**config.mk**
```make
export PLATFORM = sky130hd
export DESIGN_NAME = clock_controller_freq_divider
export DESIGN_NICKNAME = d
export VERILOG_FILES = /design/src/rtl/clk_ctrl_pkg.sv /design/src/rtl/clock_controller_freq_divider.sv
export SDC_FILE = /design/constraint.sdc
export NUM_CORES = 1
export LEC_CHECK = 0
export BUFFER_PORTS_ARGS = -buffer_cell sky130_fd_sc_hd__buf_2
export CELL_PAD_IN_SITES_DETAIL_PLACEMENT = 0
export CELL_PAD_IN_SITES_GLOBAL_PLACEMENT = 1
export CORE_MARGIN = 5
export CORE_UTILIZATION = 42
export DETAILED_ROUTE_END_ITERATION = 10
export PLACE_DENSITY_LB_ADDON = 0.1
export SLEW_MARGIN = 20
export SYNTH_ARGS = -nofsm -noshare
export SYNTH_HDL_FRONTEND = slang
export SYNTH_SLANG_ARGS = --single-unit
export TNS_END_PERCENT = 50
```
**constraint.sdc**
```tcl
create_clock -name sys_clk_i -period 10.5 [get_ports sys_clk_i]
set_input_delay 2.1 -clock sys_clk_i [delete_from_list [all_inputs] [get_ports sys_clk_i]]
set_output_delay 2.1 -clock sys_clk_i [all_outputs]
set_load 0.02 [all_outputs]
```
**src/rtl/clk_ctrl_pkg.sv**
```systemverilog
// package: register map, field layout and reset values of the clock controller
// assumes: included before rtl/clock_controller_freq_divider.sv
package clk_ctrl_pkg;

    // ************************************************************
    // register byte offsets (one aligned word each)
    // ************************************************************
    localparam logic [7:0] PWR_CTRL_OFS = 8'h00;
    localparam logic [7:0] CLK_SEL_FIRST_OFS = 8'h04;
    localparam logic [7:0] PERIPH_EN_OFS = 8'h08;
    localparam logic [7:0] PERIPH_SRC_OFS = 8'h0C;
    localparam logic [7:0] PERIPH_DIV_OFS = 8'h10;
    localparam logic [7:0] DIV_CTRL_OFS = 8'h14;
    localparam logic [7:0] STATUS_OFS = 8'h18;

    // ************************************************************
    // field positions
    // ************************************************************
    localparam int PD_BIT = 0;
    localparam int SYS_SEL_LSB = 0;
    localparam int TICK_SEL_LSB = 3;
    localparam int SEL_W = 3;
    localparam int TAP_LSB = 0;
    localparam int TAP_W = 4;
    localparam int DIV_EN_BIT = 4;
    localparam int DIV_STAGES = 16;
    localparam int NUM_PERIPH = 8;
    localparam int PDIV_W = 4;

    // ************************************************************
    // source codes and reset values
    // ************************************************************
    localparam logic [2:0] SRC_XTAL_HI = 3'h0;
    localparam logic [2:0] SRC_XTAL_32K = 3'h1;
    localparam logic [2:0] SRC_PLL = 3'h2;
    localparam logic [2:0] SRC_LIRC_10K = 3'h3;
    localparam logic [2:0] SRC_HIRC = 3'h4;
    localparam logic [5:0] CLK_SEL_FIRST_RST = 6'h24;
    localparam logic [7:0] PERIPH_EN_RST = 8'h00;
    localparam logic [31:0] BAD_ADDR_DATA = 32'h0000_0000;

    // peripherals allowed to run from a low-frequency source in power-down
    // bit order: watchdog, rtc, timer0..3, pwm, adc
    localparam logic [7:0] LF_CAPABLE = 8'hFF;

    typedef enum logic [2:0] {
        PM_RUN   = 3'b001,
        PM_ARMED = 3'b010,
        PM_DOWN  = 3'b100
    } pm_state_e;

endpackage

```
**src/rtl/clock_controller_freq_divider.sv**
```systemverilog
// clock controller: source select, peripheral gating, power-down, divider out
// assumes: a classic wishbone master on sys_clk_i; source clocks arrive as
// synchronous inputs, outputs are enables/selected levels from flip-flops
//
// Overview of operation
// - power-down only after control bit set, then wait-for-interrupt or event
// - power-down stops high crystal, internal oscillator, system and fast clocks
// - 10 kHz oscillator and 32 kHz crystal keep running in power-down
// - low-frequency-sourced watchdog, rtc, timers, pwm, adc clocks keep running
// - system clock source chosen by bits 2..0 of the first select register
// - tick clock source chosen by bits 5..3 of the first select register
// - each peripheral has on/off, source select and division factor
// - sixteen chained halving stages, one tap muxed onto output pin
// - output frequency equals input divided by two to the power N+1
// - rising edge of divider enable clears chain and starts counting
// - enable cleared: run until selected tap low, then hold low
module clock_controller_freq_divider
    import clk_ctrl_pkg::*;
#(
    parameter int NUM_PERIPH_P = NUM_PERIPH
) (
    // clock and reset
    input wire logic sys_clk_i,
    input wire logic rst_i,
    // wishbone slave
    input wire logic wb_cyc_i,
    input wire logic wb_stb_i,
    input wire logic wb_we_i,
    input wire logic [7:0] wb_adr_i,
    input wire logic [3:0] wb_sel_i,
    input wire logic [31:0] wb_dat_i,
    output logic [31:0] wb_dat_o,
    output logic wb_ack_o,
    // core sleep requests
    input wire logic wait_for_interrupt_instruction_i,
    input wire logic wait_for_event_instruction_i,
    input wire logic wake_i,
    // source clocks
    input wire logic [4:0] src_clk_i,
    input wire logic [4:0] periph_src_clk_i,
    // generated clocks and controls
    output logic sys_clk_o,
    output logic tick_timer_clock_o,
    output logic xtal_hi_en_o,
    output logic hirc_en_o,
    output logic xtal_32k_en_o,
    output logic lirc_en_o,
    output logic [NUM_PERIPH_P-1:0] periph_clk_o,
    output logic power_down_o,
    output logic divider_out_o
);

    // ************************************************************
    // registers
    // ************************************************************
    logic pd_bit_reg;
    logic [5:0] clock_select_first_reg;
    logic [NUM_PERIPH_P-1:0] periph_en_reg;
    logic [2*NUM_PERIPH_P-1:0] periph_src_reg;
    logic [PDIV_W*NUM_PERIPH_P-1:0] periph_div_reg;
    logic [TAP_W-1:0] divider_tap_select_reg;
    logic divider_output_enable_reg;
    pm_state_e pm_reg;
    logic [DIV_STAGES-1:0] chain_reg;
    logic div_run_reg;
    logic div_en_prev_reg;
    logic [SEL_W-1:0] sys_act_reg;
    logic [SEL_W-1:0] tick_act_reg;

    logic wb_req;
    logic [31:0] rd_data;

    assign wb_req = wb_cyc_i && wb_stb_i && !wb_ack_o;

    // ************************************************************
    // wishbone: one wait state, ack for every address
    // ************************************************************
    always_ff @(posedge sys_clk_i or posedge rst_i) begin
        if (rst_i) begin
            wb_ack_o <= 1'b0;
            wb_dat_o <= 32'h0000_0000;
        end else begin
            wb_ack_o <= wb_req;
            wb_dat_o <= wb_req ? rd_data : 32'h0000_0000;
        end
    end

    always_comb begin
        rd_data = BAD_ADDR_DATA;
        unique case (wb_adr_i)
            PWR_CTRL_OFS: rd_data = 32'(pd_bit_reg);
            CLK_SEL_FIRST_OFS: rd_data = 32'(clock_select_first_reg);
            PERIPH_EN_OFS: rd_data = 32'(periph_en_reg);
            PERIPH_SRC_OFS: rd_data = 32'(periph_src_reg);
            PERIPH_DIV_OFS: rd_data = 32'(periph_div_reg);
            DIV_CTRL_OFS: rd_data = 32'({divider_output_enable_reg, divider_tap_select_reg});
            STATUS_OFS: rd_data = 32'({div_run_reg, tick_act_reg, sys_act_reg, pm_reg});
            default: rd_data = BAD_ADDR_DATA;
        endcase
    end

    // writes honour byte lane 0 for narrow fields, lanes 1..0 for peripheral sources, all lanes for peripheral dividers
    always_ff @(posedge sys_clk_i or posedge rst_i) begin
        if (rst_i) begin
            pd_bit_reg <= 1'b0;
            clock_select_first_reg <= CLK_SEL_FIRST_RST;
            periph_en_reg <= '0;
            periph_src_reg <= '0;
            periph_div_reg <= '0;
            divider_tap_select_reg <= '0;
            divider_output_enable_reg <= 1'b0;
        end else if (wb_req && wb_we_i) begin
            unique case (wb_adr_i)
                PWR_CTRL_OFS: if (wb_sel_i[0]) pd_bit_reg <= wb_dat_i[PD_BIT];
                CLK_SEL_FIRST_OFS: if (wb_sel_i[0]) clock_select_first_reg <= wb_dat_i[5:0];
                PERIPH_EN_OFS: if (wb_sel_i[0]) periph_en_reg <= wb_dat_i[NUM_PERIPH_P-1:0];
                PERIPH_SRC_OFS: if (wb_sel_i[1:0] == 2'b11)
                    periph_src_reg <= wb_dat_i[2*NUM_PERIPH_P-1:0];
                PERIPH_DIV_OFS: if (&wb_sel_i)
                    periph_div_reg <= wb_dat_i[PDIV_W*NUM_PERIPH_P-1:0];
                DIV_CTRL_OFS: if (wb_sel_i[0]) begin
                    divider_tap_select_reg <= wb_dat_i[TAP_LSB +: TAP_W];
                    divider_output_enable_reg <= wb_dat_i[DIV_EN_BIT];
                end
                default: ;
            endcase
        end
    end

    // ************************************************************
    // power-down sequencing
    // ************************************************************
    always_ff @(posedge sys_clk_i or posedge rst_i) begin
        if (rst_i) begin
            pm_reg <= PM_RUN;
        end else begin
            unique case (pm_reg)
                PM_RUN: if (pd_bit_reg) pm_reg <= PM_ARMED;
                PM_ARMED: begin
                    if (!pd_bit_reg) begin
                        pm_reg <= PM_RUN;
                    end else if (wait_for_interrupt_instruction_i
                                 || wait_for_event_instruction_i) begin
                        pm_reg <= PM_DOWN;
                    end
                end
                PM_DOWN: if (wake_i) pm_reg <= PM_RUN;
                default: pm_reg <= PM_RUN;
            endcase
        end
    end

    always_ff @(posedge sys_clk_i or posedge rst_i) begin
        if (rst_i) begin
            power_down_o <= 1'b0;
        end else begin
            power_down_o <= (pm_reg == PM_DOWN);
        end
    end

    // fast oscillators follow the state; the slow pair never stops
    always_ff @(posedge sys_clk_i or posedge rst_i) begin
        if (rst_i) begin
            xtal_hi_en_o <= 1'b1;
            hirc_en_o <= 1'b1;
        end else begin
            xtal_hi_en_o <= (pm_reg != PM_DOWN);
            hirc_en_o <= (pm_reg != PM_DOWN);
        end
    end

    always_ff @(posedge sys_clk_i or posedge rst_i) begin
        if (rst_i) begin
            xtal_32k_en_o <= 1'b1;
            lirc_en_o <= 1'b1;
        end else begin
            xtal_32k_en_o <= 1'b1;
            lirc_en_o <= 1'b1;
        end
    end

    // ************************************************************
    // glitch-free source switch: change only while both clocks are low
    // ************************************************************
    always_ff @(posedge sys_clk_i or posedge rst_i) begin
        if (rst_i) begin
            sys_act_reg <= CLK_SEL_FIRST_RST[SYS_SEL_LSB +: SEL_W];
        end else begin
            // a new source is taken only with old and new both low
            if (!src_clk_i[sys_act_reg]
                && !src_clk_i[clock_select_first_reg[SYS_SEL_LSB +: SEL_W]]
                && clock_select_first_reg[SYS_SEL_LSB +: SEL_W] <= SRC_HIRC) begin
                sys_act_reg <= clock_select_first_reg[SYS_SEL_LSB +: SEL_W];
            end
        end
    end

    // codes above the last source are ignored, the old source stays on
    always_ff @(posedge sys_clk_i or posedge rst_i) begin
        if (rst_i) begin
            tick_act_reg <= CLK_SEL_FIRST_RST[TICK_SEL_LSB +: SEL_W];
        end else begin
            // same rule as the system switch
            if (!src_clk_i[tick_act_reg]
                && !src_clk_i[clock_select_first_reg[TICK_SEL_LSB +: SEL_W]]
                && clock_select_first_reg[TICK_SEL_LSB +: SEL_W] <= SRC_HIRC) begin
                tick_act_reg <= clock_select_first_reg[TICK_SEL_LSB +: SEL_W];
            end
        end
    end

    always_ff @(posedge sys_clk_i or posedge rst_i) begin
        if (rst_i) begin
            sys_clk_o <= 1'b0;
        end else begin
            sys_clk_o <= src_clk_i[sys_act_reg] && (pm_reg != PM_DOWN);
        end
    end

    // tick clock is not gated here: its fast sources stop in power-down
    always_ff @(posedge sys_clk_i or posedge rst_i) begin
        if (rst_i) begin
            tick_timer_clock_o <= 1'b0;
        end else begin
            tick_timer_clock_o <= src_clk_i[tick_act_reg];
        end
    end

    // ************************************************************
    // per-peripheral gate, source and divider
    // ************************************************************
    for (genvar p = 0; p < NUM_PERIPH_P; p++) begin : g_periph
        logic [PDIV_W-1:0] cnt_reg;
        logic src_prev_reg;
        logic out_reg;
        logic src_lvl;
        logic low_freq;
        logic [1:0] sel;
        assign sel = periph_src_reg[2*p +: 2];
        // code 0 high crystal, 1 32 kHz, 2 hirc, 3 10 kHz
        assign src_lvl = periph_src_clk_i[sel];
        assign low_freq = (sel == 2'h1) || (sel == 2'h3);

        always_ff @(posedge sys_clk_i or posedge rst_i) begin
            if (rst_i) begin
                cnt_reg <= '0;
                src_prev_reg <= 1'b0;
                out_reg <= 1'b0;
            end else begin
                src_prev_reg <= src_lvl;
                if (!periph_en_reg[p]) begin
                    out_reg <= 1'b0;
                    cnt_reg <= '0;
                end else if ((pm_reg == PM_DOWN) && !(low_freq && LF_CAPABLE[p])) begin
                    out_reg <= 1'b0;
                end else if (src_lvl && !src_prev_reg) begin
                    // divide source edges by (factor + 1)
                    if (cnt_reg >= periph_div_reg[PDIV_W*p +: PDIV_W]) begin
                        cnt_reg <= '0;
                        out_reg <= !out_reg;
                    end else begin
                        cnt_reg <= cnt_reg + 1'b1;
                    end
                end
            end
        end
        assign periph_clk_o[p] = out_reg;
    end

    // ************************************************************
    // power-of-two frequency divider
    // ************************************************************
    logic [DIV_STAGES-1:0] chain_next;
    logic tap_lvl;
    assign chain_next = chain_reg + 1'b1; // ripple of halving stages
    assign tap_lvl = chain_reg[divider_tap_select_reg]; // stage N gives fin/2^(N+1)

    // edge detector rests at the enable's reset level, so no false start
    always_ff @(posedge sys_clk_i or posedge rst_i) begin
        if (rst_i) begin
            div_en_prev_reg <= 1'b0;
        end else begin
            div_en_prev_reg <= divider_output_enable_reg;
        end
    end

    always_ff @(posedge sys_clk_i or posedge rst_i) begin
        if (rst_i) begin
            chain_reg <= '0;
            div_run_reg <= 1'b0;
            divider_out_o <= 1'b0;
        end else begin
            if (divider_output_enable_reg && !div_en_prev_reg) begin
                chain_reg <= '0;
                div_run_reg <= 1'b1;
                divider_out_o <= 1'b0;
            end else if (div_run_reg) begin
                if (!divider_output_enable_reg && !tap_lvl) begin
                    div_run_reg <= 1'b0; // stop with tap low
                    divider_out_o <= 1'b0;
                end else begin
                    chain_reg <= chain_next;
                    divider_out_o <= chain_next[divider_tap_select_reg];
                end
            end
        end
    end

endmodule

```
==> results.md, run 1 <==
- The number of different library cells in the post-synthesis netlist is 68.
- The buffer levels on the longest clock path is 2.
- The max-slew headroom at the worst pin is 0.315.
- TritonCTS built the clock tree.
- Once detailed placement completed, the half-perimeter wirelength came to 17.1 mm.
- The number of max-slew violations in the final report is 0.
- The cell count after synthesis came out at 845.
- Counting both buffers and inverters, the worst setup path holds a total of 2.
- The wire length of the first global-routing pass is 38.2 mm.
- The first detailed-routing pass took 5 iterations.
- Summed over all failing endpoints, the final setup total negative slack is 0 ns.
- Once placement finished, the instance area stood at 0.0102 mm².
- In the final layout, the share of cells above drive strength 1 is 0.287.
- The number of global-route vias before repair was 7020.
- The overall power of the completed layout is 1.41 mW.
- The layout overhead on the synthesized area is 13.9%.
- The fraction of power spent switching nets is 0.232.
- The critical path start-end classification is input pin to flip-flop.
- The mean instance size in the synthesized netlist is 11.2 µm².
- After synthesis the cells add up to 0.00948 mm².
- The fraction of synthesis flops using an asynchronous set or reset pin is 1.00.
- Of the synthesized area, sequential elements account for 0.479.
- The arrival time of the worst setup path is 4.60 ns.
- The worst hold-check slack is 0.514 ns.
- The number of gates resized after CTS is 0.
- CTS placed an instance of clkbuf_16 at the clock tree root.
- The analysis attributes to cell leakage a power of 5.03 nW.
- The commonest non-fill, non-tap cell in the layout is dfrtp_1.
- Of all nets on the critical path, the largest fanout is 16.
- The synthesized design contains 181 register bits.
- IR analysis of the VDD net gives a maximum drop of 0.0000933 V.
- The synthesis warning total is 0.
- Among all flip-flop cells after synthesis, the most frequent one is dfrtp_1.
- The die is 160 µm tall.
- The critical path launch point type is an input pin.
- The internal portion of the total power is 1.08 mW.
- STA classifies the critical path endpoint as a flip-flop.
- The number of levels in the clock H-tree is 4.
- After routing the design area is 0.0108 mm².
- The total CTS buffers is 17.
- The family with the most delay on the worst path is simple AND/OR/NAND/NOR gates.
- The clock latency on the worst-skew pair is 0.43 ns.
- The number of antenna violations at the first check in global routing was 1.
- The library cell contributing the largest single delay on the critical path is nor4_1.
- The critical path goes through buf_2 -> nor4_1 -> nand2_1 -> nor2_1 -> buf_4 -> and3_1 -> mux2_2.
- Global routing finished with a remaining overflow of 0.
- Counting the fill cells in the layout gives 2051.
- The measured slew at the worst slew-check pin is 1.03 ns.
- The detailed router's first-iteration violation count is 386.
- For the finished layout, the period the worst path requires is 4.29 ns.
- In this run, synthesis inferred 0 flip-flops with an integrated enable.
- The width of the die is 160 µm.
- For the worst setup path, the data required time is 10.81 ns.
- During I/O placement, the number of pins put on the boundary was 111.
- The detail route stage leaves a number of antenna-violating nets equal to 0.
- The total setup violations reported at the end of the flow is 0.
- The post-route non-filler standard cell count is 1233.
- Using the TritonRoute via totals, the vias-per-cell ratio works out to 5.52.
- The die outline area is 0.0257 mm².
- Based on the critical path, the design can be clocked at up to 233 MHz.
- Registers take 0.00454 mm².
- Max-cap violations in this run came to 0.
- Including well taps, the total number of placed cells is 1201.
- The final wirelength is 23.6 mm.
- In this run the power density over the cells is 130 mW/mm².
- The sequential share of power is 0.500.
- The antenna cell count is 0.
- On the worst path, the slowest cell contributes a delay of 0.74 ns.
- Summing over every cut layer, the via total after detailed routing is 6804.
- The congestion estimate from routability-driven global placement came to 0.864.
- The part of the power in the clock network is 0.461.
- The aggregate global-route resource usage is 0.186.
- The final-stage net count is 1038.
- The final setup skew is 0.0148 ns.
- Summing all multi-input logic gate instances after layout gives 0.00451 mm².
- The number of setup buffers added after CTS is 0.
- The library cells used most frequently in the layout, excluding fill and tap cells, are dfrtp_1, buf_2, mux2_2.
- The net switching component of the power is 326 µW.
- The CTS clock-pin slew for the worst setup and hold paths is 0.08 ns.
- The row count is 55.
- Dividing the final minimum period by the clock period gives 0.408.
- Entering global routing, the biggest net connects 112 pins.
- Setup repair after global routing left no endpoint under its margin.
- The tightest min-delay check is of the flip-flop to flip-flop type.
- The final-report hold violation count is 0.
- The run finished with clean final reports.
- The residual DRC count is 0.
- The starting density of the core is 0.423.
- The number of port buffers is 107.
- The clock net sink count is 181.
- The logic gate share of total power is 0.039.
- The region available for standard cell placement spans 0.0224 mm².
- Hold repair after CTS inserted 0 buffers.
- The routed length per instance is 19.1 µm.
-- worst paths after layout --
check                                     startpoint                     end  slack (ns)  depth (start not counted)
max                                      wb_adr_i[5]       periph_src_reg[3]        6.21                          7
min                           g_periph[3].cnt_reg[2]  g_periph[3].cnt_reg[2]        0.51                          1
max reg2reg                divider_tap_select_reg[0]           chain_reg[13]        7.30                          7
min reg2reg                   g_periph[3].cnt_reg[2]  g_periph[3].cnt_reg[2]        0.51                          1
max in group asynchronous                      rst_i  g_periph[0].cnt_reg[0]        7.29                          3
min in group asynchronous                      rst_i  g_periph[5].cnt_reg[0]        1.78                          2
-- kinds of logic after synthesis --
logic type | count (synthesis) | synth area share
adder cells (fa/ha/maj) | 41 | 0.0541
AO/OA/AOI/OAI | 164 | 0.128
XOR/XNOR | 17 | 0.0157
multiplexers | 115 | 0.152
other | 1 | 0.000396
buffers and inverters | 99 | 0.0463
flip-flops | 181 | 0.479
AND/OR/NAND/NOR | 227 | 0.125
-- metrics by stage --
stage / worst slack, ns / utilization
final: 6.21 / 0.481
after global routing: 6.03 / 0.481
after CTS: 6.29 / 0.481
after detailed placement: 5.83 / 0.455
after global placement: 5.92 / 0.455
after floorplan: 3.49 / -
-- metal layers --
| metal | vias to the layer above | GRT usage | part of all wire |
|---|---|---|---|
| met3 | 30 | 0.0354 | 0.047 |
| li1 | 3236 | - | - |
| met5 | - | 0 | 0.00030 |
| met2 | 157 | 0.307 | 0.48 |
| met1 | 3379 | 0.251 | 0.45 |
| met4 | 2 | 0.0532 | 0.015 |
-- power by group through the flow --
stage	Clock, mW	Sequential (mW)	Combinational, mW
2_1_floorplan	0	0.716	0.0275
3_3_place_gp	0	0.716	0.0554
3_5_place_dp	0	0.716	0.0564
4_1_cts	0.663	0.703	0.0568
5_1_grt	0.692	0.703	0.0618
6_report	0.648	0.703	0.0551
-- worst reg2reg max path: stages, from the launching register on --
cell	delay [ns]
dfrtp_1	0.53
buf_4	0.32
mux4_1	0.61
and2_1	0.21
o41ai_4	0.73
nor2_1	0.31
nand4_1	0.22
mux2i_1	0.19
-- synthesized netlist by cell type, types with 6 or more instances --
cell type  count  area [µm²]
a22oi_1       17         128
a31oi_1        6        37.5
and3_1        23         144
xnor2_1       16         140
a21oi_1       37         185
nand3_1       19        95.1
or3_1          8        50.1
o21ai_0       26         130
o21a_1         8        60.1
mux2_2        87         980
nor2_1        46         173
a2111oi_2      7         105
buf_2         12        60.1
nor3_1        15        75.1
ha_1          41         513
mux2i_1       14         140
buf_4         14         105
nand2b_1      22         138
a222oi_1       6        60.1
nand2_1       57         214
a21o_1        16         120
dfstp_2        6         158
inv_1         53         199
mux4_2        13         293
a22o_1        12         105
nor4_1         7        43.8
clkbuf_1      15        56.3
dfrtp_1      175        4380
-- final cells by class --
type / instances / area share
inverter: 53 / 0.0191
timing repair buffer: 116 / 0.0558
clock buffer: 19 / 0.0410
tap: 285 / 0.0330
multi-input combinational: 566 / 0.417
clock inverter: 13 / 0.0136
sequential: 181 / 0.420
Note: power is estimated with default switching activity, not from simulation.
==> run 2, diff against run 1 <==
ABC_AREA = 1   (was default)
CORE_UTILIZATION = 40   (was 42)
clock period = 3.5 ns   (was 10.5 ns; I/O delays follow)
==> results.md, run 2 <==
- Status: completed (unchanged).
- The clock net sink count came to 181 (unchanged).
- The accumulated negative setup slack is 0 ns (unchanged).
- The total setup violations reported at the end of the flow is 0 (unchanged).
- The most area-hungry cell type in the Yosys netlist is dfrtp_1 (unchanged).
- The via-per-instance ratio came to 4.92 (was 5.52).
- The number of gates resized after CTS was 0 (unchanged).
- The number of different library cells in the post-synthesis netlist is 47 (was 68).
- Most area-consuming cells after synthesis: dfrtp_1, nand2_1, inv_1 (was dfrtp_1, mux2_2, ha_1).
- The overall die height is 164 µm (was 160 µm).
- The dominant register cell in the synthesized netlist was dfrtp_1 (unchanged).
- The launching point of the worst reg2reg path is divider_tap_select_reg[0] (unchanged).
- The largest net degree at the start of global routing is 63 (was 112).
- The final wirelength is 25.8 mm (was 23.6 mm).
- The post-route non-filler standard cell count is 1572 (was 1233).
- The data required time of the critical path is 3.80 ns (was 10.81 ns).
- The number of levels in the clock H-tree is 4 (unchanged).
- RSZ-0062 raised after global routing: false (unchanged).
- The final standard cell area without fillers is 0.0109 mm² (was 0.0108 mm²).
- The aggregate global-route resource usage was 0.202 (was 0.186).
- Ranking of synthesized cells by instance count: nand2_1, dfrtp_1, inv_1 (was dfrtp_1, mux2_2, nand2_1).
- The number of enable-type register cells in the synthesized netlist is 0 (unchanged).
- The destination of the worst register-to-register timing path was divider_out_o (was chain_reg[13]).
- The post-detailed-placement half-perimeter wirelength is 19.4 mm (was 17.1 mm).
- The total iterations of the first detailed-routing run came to 4 (was 5).
- The number of cells produced by synthesis is 1139 (was 845).
- The final antenna-violating net count is 0 (unchanged).
- The maximum net fanout on the critical path is 22 (was 16).
- The placer's final routability congestion estimate came to 0.841 (was 0.864).
- The placed instance area is 0.0103 mm² (was 0.0102 mm²).
- The startpoint of the most critical setup path is wb_adr_i[1] (was wb_adr_i[5]).
- The worst-case reg-to-reg path depth is 11 (was 7).
- The CTS clock-pin slew for the worst setup and hold paths is 0.07 ns (was 0.08 ns).
- The buffer cell driving the clock tree root was clkbuf_16 (unchanged).
- The critical path start-end classification was input pin to flip-flop (unchanged).
- The number of register bits inferred by synthesis is 181 (unchanged).
- The post-synthesis instance area is 0.00948 mm² (unchanged).
- The commonest non-fill, non-tap cell in the layout is nand2_1 (was dfrtp_1).
- The number of max-slew violations in the final report is 0 (unchanged).
- The share of Yosys cell area claimed by the top area cell type came to 0.462 (unchanged).
- The routed length per instance was 16.4 µm (was 19.1 µm).
- The overall power of the completed layout is 4.40 mW (was 1.41 mW).
- The detailed router's first-iteration violation count came to 538 (was 386).
- The most numerous cell in the Yosys netlist is nand2_1 (was dfrtp_1).
- The final setup skew is 0.00994 ns (was 0.0148 ns).
- The starting density of the core is 0.405 (was 0.423).
- The arrival time of the worst setup path is 2.51 ns (was 4.60 ns).
- The number of buffers inserted by hold repair at cts came to 0 (unchanged).
- The end of the critical path is periph_src_reg[2] (was periph_src_reg[3]).
- The type of the worst min-delay path is input pin to asynchronous set/reset pin (was flip-flop to flip-flop).
- The static leakage was 5.19 nW (was 5.03 nW).
- The row count came to 56 (was 55).
- The share of the clock period used by the worst path after layout is 0.631.
- The setup slack on the worst flop-to-flop path is 1.31 ns (was 7.30 ns).
- The aggregate global routing overflow is 0 (unchanged).
- The number of global-route vias before repair came to 7654 (was 7020).
- The buffer levels on the longest clock path is 2 (unchanged).
- The synthesis warning total was 0 (unchanged).
- The instance count after placement with tap cells included is 1540 (was 1201).
- The final-stage net count came to 1343 (was 1038).
- The layout overhead on the synthesized area was 14.5% (was 13.9%).
- The final-layout fill cell count is 2401 (was 2051).
- The measured slew at the worst slew-check pin came to 0.762 ns (was 1.03 ns).
- The routed via count is 7735 (was 6804).
- The fraction of layout cells with a size suffix above 1 is 0.148 (was 0.287).
- The residual DRC count came to 0 (unchanged).
- Leading cell types in the layout, fill and taps excluded: nand2_1, dfrtp_1, inv_1 (was dfrtp_1, buf_2, mux2_2).
- The total CTS buffers was 17 (unchanged).
- The clock latency on the worst-skew pair is 0.42 ns (was 0.43 ns).
- The maximum resistive drop on vdd came to 0.000228 V (was 0.0000933 V).
- The max-slew headroom at the worst pin is 0.491 (was 0.315).
- The wire length of the first global-routing pass is 42.2 mm (was 38.2 mm).
- The fraction of synthesis flops using an asynchronous set or reset pin is 1.00 (unchanged).
- The clock tree from TritonCTS was built (unchanged).
- The final-report hold violation count is 0 (unchanged).
- The number of port buffers is 107 (unchanged).
- The worst-case setup margin in the final layout is 1.29 ns (was 6.21 ns).
- The time the worst path needs with I/O delays and setup is 2.21 ns.
- The width of the die is 164 µm (was 160 µm).
- The critical path launch point type is an input pin (unchanged).
- The share of synthesized area occupied by flip-flops and latches is 0.479 (unchanged).
- The power density over the cells is 406 mW/mm² (was 130 mW/mm²).
- The element type at the critical path end is a flip-flop (unchanged).
- The number of antenna violations at the first check in global routing is 0 (was 1).
- The mean instance size in the synthesized netlist was 8.32 µm² (was 11.2 µm²).
- The die outline area is 0.0269 mm² (was 0.0257 mm²).
- The share of the core filled with cells in the final layout is 0.464 (was 0.481).
- The antenna cell count is 0 (unchanged).
- The post-CTS setup-driven buffer insertion count is 0 (unchanged).
- The core area was 0.0234 mm² (was 0.0224 mm²).
- The max capacitance violation total is 0 (unchanged).
- The placement-stage worst setup slack is 0.896 ns (was 5.83 ns).
- Derived from the worst setup path, the maximum achievable clock frequency is 453 MHz.
- The number of placed I/O pins is 111 (unchanged).
- The worst hold-check slack is 0.400 ns (was 0.514 ns).
[run 2: cell count changes after synthesis, sizes merged, moves of 17 or more]
cell / change
nor2: +30
nand2: +185
and3: -19
nand2b: -22
mux2: -71
nand3: +78
inv: +119
nor3: +17
o21ai: +105
[run 2: cell families after synthesis]
group / Yosys count / synth area share
and+or+nand+nor: 467 / 0.213
buffers and inverters: 207 / 0.0925
AOI/OAI and AO/OA: 206 / 0.124
DFF: 181 / 0.479
adders and majority gates: 41 / 0.0541
xor gates and xnor gates: 20 / 0.0185
muxes: 16 / 0.0190
other: 1 / 0.000396
[run 2: area by class of cell]
type                       count  area (µm²)  area share
clock buffer                  23         488      0.0449
clock inverter                 9        70.1     0.00645
inverter                     172         652      0.0600
multi-input combinational    752        4070       0.375
sequential                   181        4540       0.418
tap                          319         399      0.0368
timing repair buffer         116         641      0.0590
[run 2: layer usage]
| metal | track usage | part of all wire | wire length [µm] | vias up |
|---|---|---|---|---|
| met5 | 0 | 0 | 0 | - |
| li1 | - | - | - | 3948 |
| met3 | 0.0294 | 0.038 | 986 | 15 |
| met2 | 0.318 | 0.45 | 11600 | 140 |
| met1 | 0.295 | 0.50 | 13000 | 3632 |
| met4 | 0.0461 | 0.0097 | 250 | 0 |
[run 2: worst min-delay path by stage]
stage / start / end / slack (ns) / depth (start not counted)
2_1_floorplan: divider_output_enable_reg / div_en_prev_reg / 0.37 / 0
3_3_place_gp: divider_output_enable_reg / div_en_prev_reg / 0.38 / 0
3_5_place_dp: divider_output_enable_reg / div_en_prev_reg / 0.39 / 0
4_1_cts: divider_output_enable_reg / div_en_prev_reg / 0.40 / 0
5_1_grt: divider_output_enable_reg / div_en_prev_reg / 0.41 / 0
6_report: rst_i / periph_div_reg[19] / 0.40 / 2
[run 2: power by group]
part,total [mW],internal [mW],switching [mW]
Sequential,2.20,2.15,0.0448
Clock,1.83,0.993,0.835
Combinational,0.379,0.114,0.265
Total,4.40,3.26,1.15
[run 2: worst max-delay path, stage by stage]
cell,delay (ns)
buf_2,0.09
nor2_1,0.25
nand2_1,0.16
nor2_1,0.11
nand2_1,0.21
inv_2,0.12
nand3_1,0.41
buf_12,0.33
nand2_1,0.06
o21ai_1,0.05
==> run 3, diff against run 2 <==
clock period = 1.9 ns   (was 3.5 ns; I/O delays follow)
==> results.md, run 3 (synthesis results as in run 2) <==
- The internal power contribution is 6.24 mW (was 3.26 mW).
- The via-per-instance ratio is 4.89 (was 4.92).
- The net switching component of the power came to 2.20 mW (was 1.15 mW).
- The maximum net fanout on the critical path was 5 (was 22).
- The die outline area is 0.0269 mm² (unchanged).
- The buffer cell driving the clock tree root is clkbuf_16 (unchanged).
- The final-report hold violation count is 0 (unchanged).
- The part of the power in the clock network came to 0.433 (was 0.415).
- The detailed router's first-iteration violation count is 516 (was 538).
- The total CTS buffers came to 17 (unchanged).
- The critical path launch point type is a flip-flop (was input pin).
- The final setup skew was 0.0125 ns (was 0.00994 ns).
- The residual DRC count is 0 (unchanged).
- The overall power of the completed layout is 8.43 mW (was 4.40 mW).
- The buffer levels on the longest clock path is 2 (unchanged).
- The total iterations of the first detailed-routing run is 4 (unchanged).
- The CTS clock-pin slew for the worst setup and hold paths came to 0.07 ns (about the same).
- The number of max-slew violations in the final report is 0 (unchanged).
- The accumulated negative setup slack is 0 ns (unchanged).
- The number of cells on the worst hold path is 2.
- The placer's final routability congestion estimate is 0.839 (was 0.841).
- The critical path start-end classification is flip-flop to flip-flop (was input pin to flip-flop).
- The time the worst path needs with I/O delays and setup is 1.77 ns.
- The number of antenna violations at the first check in global routing is 0 (unchanged).
- The core area is 0.0234 mm² (unchanged).
- The startpoint identified for the worst hold timing path is wb_dat_i[17].
- The largest net degree at the start of global routing is 40 (was 63).
- The launching point of the worst reg2reg path is periph_src_reg[12] (was divider_tap_select_reg[0]).
- The routed length per instance is 16.3 µm (was 16.4 µm).
- The final wirelength was 26.3 mm (was 25.8 mm).
- The row count came to 56 (unchanged).
- The power density over the cells came to 745 mW/mm² (was 406 mW/mm²).
- The max-slew headroom at the worst pin was 0.628 (was 0.491).
- The setup slack on the worst flop-to-flop path is 0.13 ns (was 1.31 ns).
- The destination of the worst register-to-register timing path is g_periph[6].cnt_reg[0] (was divider_out_o).
- The aggregate global routing overflow is 0 (unchanged).
- The starting density of the core is 0.405 (unchanged).
- The post-detailed-placement half-perimeter wirelength is 20.2 mm (was 19.4 mm).
- Timing would allow up to 564 MHz.
- The wire length of the first global-routing pass is 42.1 mm (was 42.2 mm).
- The routed via count was 7881 (was 7735).
- The static leakage is 5.43 nW (was 5.19 nW).
- The maximum resistive drop on vdd was 0.000461 V (was 0.000228 V).
- The worst hold-check slack is 0.161 ns (was 0.400 ns).
- The total setup violations reported at the end of the flow is 0 (unchanged).
- The fraction of power spent switching nets is 0.260 (about the same).
- The max capacitance violation total is 0 (unchanged).
- The element type at the critical path end is a flip-flop (unchanged).
- The clock tree from TritonCTS is built (unchanged).
- The number of levels in the clock H-tree is 4 (unchanged).
- The number of port buffers came to 107 (unchanged).
- The logic gate share of total power is 0.088 (was 0.086).
- The sequential share of power is 0.479 (was 0.499).
- The overall die height is 164 µm (unchanged).
- The final-layout fill cell count is 2372 (was 2401).
- The share of the clock period used by the worst path after layout is 0.934.
- The data required time of the critical path is 2.25 ns (was 3.80 ns).
- The clock net sink count was 181 (unchanged).
- Status: completed (unchanged).
- The antenna cell count came to 0 (unchanged).
- The commonest non-fill, non-tap cell in the layout is nand2_1 (unchanged).
- The type of the worst min-delay path was input pin to flip-flop (was input pin to asynchronous set/reset pin).
- The measured slew at the worst slew-check pin is 0.556 ns (was 0.762 ns).
- The arrival time of the worst setup path is 2.13 ns (was 2.51 ns).
- The layout overhead on the synthesized area came to 19.4% (was 14.5%).
- The path with the worst hold slack has its endpoint at periph_div_reg[17].
- The final-stage net count is 1382 (was 1343).
- The share of the core filled with cells in the final layout is 0.484 (was 0.464).
- The final antenna-violating net count is 0 (unchanged).
- The width of the die is 164 µm (unchanged).
- The number of global-route vias before repair is 7674 (was 7654).
- The fraction of layout cells with a size suffix above 1 is 0.180 (was 0.148).
- The worst-case reg-to-reg path depth is 6 (was 11).
- The aggregate global-route resource usage is 0.202 (about the same).
- The number of placed I/O pins was 111 (unchanged).
- The clock latency on the worst-skew pair is 0.43 ns (was 0.42 ns).
- Leading cell types in the layout, fill and taps excluded: nand2_1, dfrtp_1, inv_1 (unchanged).
run 3: critical path, cell delays in order (launching register included):
cell and delay, ns:
dfrtp_1 0.43, inv_1 0.19, nand2_1 0.07, a32oi_1 0.23, nand2_1 0.21, or3_1 0.43, o21ai_1 0.14
run 3: worst max-delay path by stage:
stage	start	endpoint	slack (ns)	cells after the start
after floorplan	rst_i	chain_reg[0]	-0.80	1
after global placement	wb_adr_i[1]	periph_div_reg[22]	0.009	9
after detailed placement	wb_adr_i[1]	periph_div_reg[16]	-0.02	9
after CTS	chain_reg[1]	divider_out_o	0.11	12
after global routing	g_periph[2].cnt_reg[0]	g_periph[2].out_reg	-0.007	11
final	periph_src_reg[12]	g_periph[6].cnt_reg[0]	0.13	6
run 3: per-stage QoR:
stage                     cells  setup slack [ns]  area, µm²
final                      1611             0.126      11300
after global routing       1611          -0.00687      11300
after CTS                  1610             0.112      11300
after detailed placement   1577           -0.0208      10700
after global placement     1577           0.00936      10700
after floorplan            1140            -0.798       9490
run 3: power groups by stage:
stage	sequential (mW)	combinational (mW)	clock, mW
floorplan	4.14	0.412	0
global placement	4.12	0.746	0
detailed placement	4.12	0.752	0
CTS	4.04	0.757	3.74
global route	4.05	0.847	3.88
finish	4.04	0.742	3.65
run 3: cell type report:
class | instances | area, µm² | share of cell area
Sequential cell | 181 | 4540 | 0.401
Inverter | 172 | 652 | 0.0576
Timing Repair Buffer | 155 | 1050 | 0.0926
Clock inverter | 12 | 141 | 0.0125
Multi-Input combinational cell | 752 | 4090 | 0.361
Clock buffer | 20 | 457 | 0.0403
Tap cell | 319 | 399 | 0.0352
run 3: repair_timing:
item	4_1_cts	5_1_grt
endpoints found under the hold margin	4	0
setup buffers	0	1
hold buffers	1	0
endpoints found under the setup margin	0	6
gates resized for setup	0	8
run 3: routing by layer:
metal  part of all wire  track usage  wire [µm]  up-vias
met3              0.041       0.0281       1080       18
met4              0.011       0.0438        289        0
li1                   -            -          -     4021
met5                  0            0          0        -
met2               0.45        0.316      11900      179
met1               0.50        0.298      13100     3663
